--- src/hw/dpc_pkg.sv ---
// Constants and types for the dual-port SRAM host-side access controller.
package dpc_pkg;

  localparam int ADDR_W = 12;
  localparam int DATA_W = 18;
  localparam int CNT_W = 4;
  localparam int SYNC_STAGES = 2;

  // Clock period and device timing in nanoseconds (slower speed grade).
  localparam int CLK_NS = 50;
  localparam int T_WP_NS = 15;
  localparam int T_WZ_NS = 12;
  localparam int T_DW_NS = 15;
  localparam int T_AA_NS = 20;
  localparam int T_BDD_NS = 30;
  localparam int T_SOP_NS = 10;
  localparam int T_SWRD_NS = 5;

  // Least time rounded up to whole cycles, never below one cycle.
  function automatic int cyc_up(input int t_ns);
    int c;
    c = (t_ns + CLK_NS - 1) / CLK_NS;
    return (c < 1) ? 1 : c;
  endfunction

  function automatic int imax(input int a, input int b);
    return (a > b) ? a : b;
  endfunction

  localparam int WP_CYC = cyc_up(T_WP_NS);
  localparam int WZ_CYC = cyc_up(T_WZ_NS);
  localparam int DW_CYC = cyc_up(T_DW_NS);
  localparam int WR_CYC = imax(WP_CYC, WZ_CYC + DW_CYC);
  localparam int ACC_CYC = cyc_up(imax(T_AA_NS, T_BDD_NS));
  localparam int RD_CYC = ACC_CYC + SYNC_STAGES;
  localparam int REC_CYC = imax(cyc_up(T_SOP_NS), cyc_up(T_SWRD_NS));

  localparam logic [CNT_W-1:0] WR_LAST = CNT_W'(WR_CYC - 1);
  localparam logic [CNT_W-1:0] RD_LAST = CNT_W'(RD_CYC - 1);
  localparam logic [CNT_W-1:0] REC_LAST = CNT_W'(REC_CYC - 1);
  localparam logic [CNT_W-1:0] DRV_AT = CNT_W'(WR_CYC - WZ_CYC);

  typedef enum logic [2:0] {
    S_IDLE = 3'h0,
    S_SETUP = 3'h1,
    S_PULSE = 3'h3,
    S_END = 3'h2,
    S_RECOV = 3'h6
  } dpc_state_t;

  typedef struct packed {
    logic is_write;
    logic is_flag;
    logic [ADDR_W-1:0] addr;
    logic [1:0] lane_en;
    logic [DATA_W-1:0] wdata;
  } dpc_req_t;

  typedef struct packed {
    logic chip_sel_n;
    logic rw_n;
    logic out_en_n;
    logic flag_select_n;
    logic upper_lane_select_n;
    logic lower_lane_select_n;
    logic [ADDR_W-1:0] addr;
    logic [DATA_W-1:0] dq_o;
    logic dq_oe_n;
  } dpc_pins_t;

  typedef struct packed {
    dpc_state_t st;
    logic [CNT_W-1:0] cnt;
    dpc_req_t cmd;
    dpc_pins_t pins;
    logic [DATA_W-1:0] rdata;
    logic rvalid;
    logic [DATA_W-1:0] sync1;
    logic [DATA_W-1:0] sync2;
  } dpc_regs_t;

  localparam dpc_pins_t PINS_IDLE = '{
    chip_sel_n: 1'h1, rw_n: 1'h1, out_en_n: 1'h1, flag_select_n: 1'h1,
    upper_lane_select_n: 1'h1, lower_lane_select_n: 1'h1,
    addr: '0, dq_o: '0, dq_oe_n: 1'h1};

endpackage

--- src/hw/dpc_host.sv ---
// Host-side controller that sequences array and flag cycles on one SRAM port.
module dpc_host
  import dpc_pkg::*;
(
  // Clock and reset.
  input wire logic SYS_CLK,
  input wire logic SYS_RST,
  // Request side.
  input wire dpc_req_t REQ,
  input wire logic REQ_VALID,
  output logic REQ_READY,
  // Answer side.
  output logic RSP_VALID,
  output logic [DATA_W-1:0] RSP_DATA,
  // SRAM port pins.
  output dpc_pins_t PINS,
  input wire logic [DATA_W-1:0] DQ_I
);

  dpc_regs_t q;
  dpc_regs_t d;

  // Lane mask for array reads, one bit per data line.
  function automatic logic [DATA_W-1:0] lane_mask(input logic [1:0] en);
    return {{9{en[1]}}, {9{en[0]}}};
  endfunction

  always_comb begin
    d = q;
    d.rvalid = 1'h0;
    // The pin sample passes two flops before the capture logic reads it.
    d.sync1 = DQ_I;
    d.sync2 = q.sync1;
    case (q.st)
      S_IDLE: begin
        // Idle keeps chip select high, so the device can sit in standby.
        d.pins = PINS_IDLE;
        d.pins.addr = q.pins.addr;
        if (REQ_VALID) begin
          d.cmd = REQ;
          // The address moves only while every strobe is high.
          d.pins.addr = REQ.addr;
          d.st = S_SETUP;
        end
      end
      S_SETUP: begin
        if (q.cmd.is_flag) begin
          // Chip select and both lanes stay high for a whole flag cycle.
          d.pins.flag_select_n = 1'h0;
        end else begin
          d.pins.chip_sel_n = 1'h0;
          d.pins.upper_lane_select_n = !q.cmd.lane_en[1];
          d.pins.lower_lane_select_n = !q.cmd.lane_en[0];
        end
        if (q.cmd.is_write) begin
          // Write falls together with the strobes and output enable stays
          // high, so the device outputs never turn on during the write.
          d.pins.rw_n = 1'h0;
          d.cnt = WR_LAST;
        end else begin
          d.pins.out_en_n = 1'h0;
          // The read wait always covers the busy-release delay, because this port
          // cannot see whether the opposite port is finishing a write to the same word.
          d.cnt = RD_LAST;
        end
        d.st = S_PULSE;
      end
      S_PULSE: begin
        if (q.cmd.is_write && (q.cnt <= DRV_AT)) begin
          // Data goes out only after the turnoff time of the device drivers.
          d.pins.dq_oe_n = 1'h0;
          d.pins.dq_o = q.cmd.is_flag ? {{(DATA_W-1){1'h0}}, q.cmd.wdata[0]}
                                      : q.cmd.wdata;
        end
        if (q.cnt == '0) begin
          d.pins.chip_sel_n = 1'h1;
          d.pins.rw_n = 1'h1;
          d.pins.out_en_n = 1'h1;
          d.pins.flag_select_n = 1'h1;
          d.pins.upper_lane_select_n = 1'h1;
          d.pins.lower_lane_select_n = 1'h1;
          if (!q.cmd.is_write) begin
            // A flag read shows its value on every line; bit 0 is taken.
            d.rdata = q.cmd.is_flag ? {DATA_W{q.sync2[0]}}
                                    : (q.sync2 & lane_mask(q.cmd.lane_en));
          end
          d.st = S_END;
        end else begin
          d.cnt = q.cnt - 1'h1;
        end
      end
      S_END: begin
        // Write data stood through the rising edge of the write line.
        d.pins.dq_oe_n = 1'h1;
        d.rvalid = !q.cmd.is_write;
        d.cnt = REC_LAST;
        d.st = S_RECOV;
      end
      S_RECOV: begin
        if (q.cnt == '0) begin
          d.st = S_IDLE;
        end else begin
          d.cnt = q.cnt - 1'h1;
        end
      end
      default: begin
        d.st = S_IDLE;
        d.pins = PINS_IDLE;
      end
    endcase
  end

  // Reset loads constants only, so a cycle cut short by reset leaves every strobe high.
  // The device is then deselected at once and may drop into standby.
  always_ff @(posedge SYS_CLK) begin
    if (SYS_RST) begin
      q <= '{st: S_IDLE, cnt: '0, cmd: '0, pins: PINS_IDLE, rdata: '0,
             rvalid: 1'h0, sync1: '0, sync2: '0};
    end else begin
      q <= d;
    end
  end

  assign REQ_READY = (q.st == S_IDLE);
  assign RSP_VALID = q.rvalid;
  assign RSP_DATA = q.rdata;
  assign PINS = q.pins;
endmodule

--- config.mk ---
export PLATFORM = sky130hd
export DESIGN_NAME = dpc_host
export DESIGN_NICKNAME = d
export VERILOG_FILES = /design/src/hw/dpc_pkg.sv /design/src/hw/dpc_host.sv
export SDC_FILE = /design/constraint.sdc
export NUM_CORES = 1
export LEC_CHECK = 0
export ABC_AREA = 1
export BUFFER_PORTS_ARGS = -buffer_cell sky130_fd_sc_hd__buf_2
export CAP_MARGIN = 10
export CORE_ASPECT_RATIO = 0.75
export CORE_UTILIZATION = 54
export CTS_BUF_LIST = sky130_fd_sc_hd__clkbuf_16
export DETAILED_ROUTE_END_ITERATION = 7
export PLACE_DENSITY_LB_ADDON = 0.25
export SLEW_MARGIN = 15
export SYNTH_ARGS = -nofsm -noshare
export SYNTH_HDL_FRONTEND = slang
export SYNTH_SLANG_ARGS = --single-unit
--- constraint.sdc ---
create_clock -name SYS_CLK -period 2 [get_ports SYS_CLK]
set_input_delay 0.4 -clock SYS_CLK [delete_from_list [all_inputs] [get_ports SYS_CLK]]
set_output_delay 0.4 -clock SYS_CLK [all_outputs]
set_load 0.1 [all_outputs]
==> results.txt <==
nets: 774
Sw Share: 0.333
DRT Pass-1 Iters: 5
core box area: 8670 um2
Initial Util: 0.572
min cycle time layout: 1.82 ns
DR vias/cell: 4.88
critical path arrival: 1.42 ns
HPWL Detailed: 7.39 mm
Critical Path End Type: primary output
Cells after Synth: 661
Clock Latency Late Sink: 0.40 ns
period utilization: 0.910
io pins: 112
diode count: 0
row cnt: 29
most common cell after layout, fill and taps aside: nand2_1
pin count of the biggest net entering global routing: 55
Final setup viols: 0
hold path startpoint: DQ_I[8]
P_sw: 2.43 mW
die area: 9570 um2
final estimated routing congestion in global placement: 0.817
final core occ: 0.661
TritonCTS clock tree: done
htree depth: 4
Worst-path clk slew: 0.05 ns
CP max FO: 5
status: finished clean
Leak: 2.78 nW
maxcap violations: 0
Critical Path RT: 1.60 ns
synthesis-stage register bit count: 121
antenna viol nets, final: 0
combinational share of power: 0.227
syn_nets: 719
I/O Buffers: 111
global route overflow: 0
Post-CTS Setup Inserts: 0
initial antenna violation count: 0
reg2reg start: q[126]$_SDFFE_PP0P_
Num CTS Buffers: 17
Max Slew Vio Count: 0
vias in the first global route: 3734
Detailed Route Iter0 Violations: 305
sequential power share: 0.373
worst-margin pin slew: 0.804 ns
share of post-route cells with drive strength above 1: 0.216
Hold Path Class: input pin to register
Global Route Usage Sum: 0.239
r2r endpoint: PINS[14]$_SDFFE_PP0P_
DR WL/cell: 12.9 um
Pint: 4.87 mW
Worst R2R Path Depth: 9
most frequent cells in the layout: nand2_1 (164), dfxtp_1 (121), buf_2 (110), nor2_1 (100), a21oi_1 (75)
max frequency: 549 MHz
worst hold path endpoint: d[8]$_SDFF_PP0_
normalized max-slew margin: 0.461
worst reg2reg setup slack: 0.30 ns
Area growth syn-to-layout: 15.6%
Yosys cell types: 28
Total Routed Length: 10.8 mm
Final Hold Viols: 0
worst setup path category: register to primary output
Seq/Total Area, Yosys: 0.489
hold depth: 3
post-synthesis cell area: 4960 um2
CTS max path bufs: 2
YS warnings: 0
number of remaining DRC errors: 0
Power Density: 1270 nW/um2
Die H: 85.0 um
clock network fraction of design power: 0.400
syn avg cell area: 7.50 um2
clock skew: 0.00992 ns
first-pass GRT wire length: 17.9 mm
RSZ-0062 raised after global routing: no
die width: 113 um
Startpoint Class: register
Worst VDD drop: 0.000577 V
via count: 4083
Final TNS setup: 0 ns
Root Buffer: clkbuf_16
clk sinks: 121
Yosys cell counts (all sizes together):
cell    count  share of area
buf        79           0.11
dfxtp     121           0.49
xor2        1         0.0018
nand3      23          0.026
o21ai      12          0.012
nand4       1         0.0013
nor4        1         0.0013
nor2      102          0.081
a211oi      1         0.0015
clkinv      1        0.00076
inv        63          0.048
clkbuf      5         0.0038
nor3        2         0.0043
ha          3         0.0076
o211ai      2         0.0030
nand2     168           0.13
a21oi      76          0.077
worst max path at each step:
stage / from / endpoint / slack, ns / cells after the start
after floorplan: q[131]$_SDFFE_PP0P_ / PINS[19]$_SDFFE_PP0P_ / 0.09 / 8
after global placement: q[131]$_SDFFE_PP0P_ / PINS[28]$_SDFFE_PP0P_ / 0.19 / 5
after detailed placement: q[130]$_SDFFE_PP0P_ / PINS[30]$_SDFFE_PP0P_ / 0.11 / 5
after CTS: q[130]$_SDFFE_PP0P_ / REQ_READY / 0.08 / 4
after global routing: q[130]$_SDFFE_PP0P_ / REQ_READY / 0.09 / 4
final: q[131]$_SDFFE_PP0P_ / REQ_READY / 0.18 / 4
layout make-up:
cell class,count,area [um2]
clock buffers,17,425
clock inverters,14,143
fillers,768,2940
inverters,64,240
multi-input cells,392,1730
flip-flops and latches,121,2420
well taps,108,135
repair buffers,120,638
what timing repair did:
action                                  4_1_cts  5_1_grt
endpoints found under the setup margin        0        2
hold endpoints to repair                      0        0
gates resized for setup                       0        2
hold buffers                                  0        0
logic make-up (layout without fill, tap and decap cells):
| group | after synthesis | in the layout | synth area share |
|---|---|---|---|
| simple gates | 297 | 297 | 0.244 |
| compound gates | 91 | 91 | 0.0941 |
| flops | 121 | 121 | 0.489 |
| fa+ha+maj | 3 | 3 | 0.00757 |
| buf+inv | 148 | 215 | 0.164 |
| xor+xnor | 1 | 1 | 0.00177 |
sequential cells by signal, indices dropped and copies added (netlist names):
register,cells
q,47
RSP_DATA,18
d,18
PINS,37
RSP_VALID,1
power groups by stage:
stage / sequential, mW / clock, mW / combinational, mW
global placement: 2.76 / 0 / 1.61
floorplan: 2.74 / 0 / 1.50
detailed placement: 2.77 / 0 / 1.63
CTS: 2.72 / 2.95 / 1.65
global route: 2.74 / 3.08 / 1.78
finish: 2.72 / 2.92 / 1.65
metrics by stage:
step	hold slack (ns)	cells	instance area, um2	setup slack [ns]	power (mW)
after floorplan	0.388	661	4960	0.0908	4.24
after global placement	0.393	805	5150	0.190	4.37
after detailed placement	0.396	805	5150	0.106	4.40
after CTS	0.191	836	5720	0.0785	7.32
after global routing	0.201	836	5730	0.0872	7.60
final	0.199	836	5730	0.180	7.30
worst max-delay path, stage by stage (launching register included):
cell,delay [ns]
dfxtp_1,0.37
nor2_1,0.16
nand2_1,0.08
inv_1,0.08
clkbuf_4,0.33
routing by layer:
layer  up-vias  GRT usage  share of wire
met1      1842      0.340           0.50
met3        12     0.0564          0.066
met5         -          0              0
met4         0     0.0836         0.0084
li1       2092          -              -
met2       137      0.355           0.43
No activity file was read; power rests on OpenSTA's default activity.
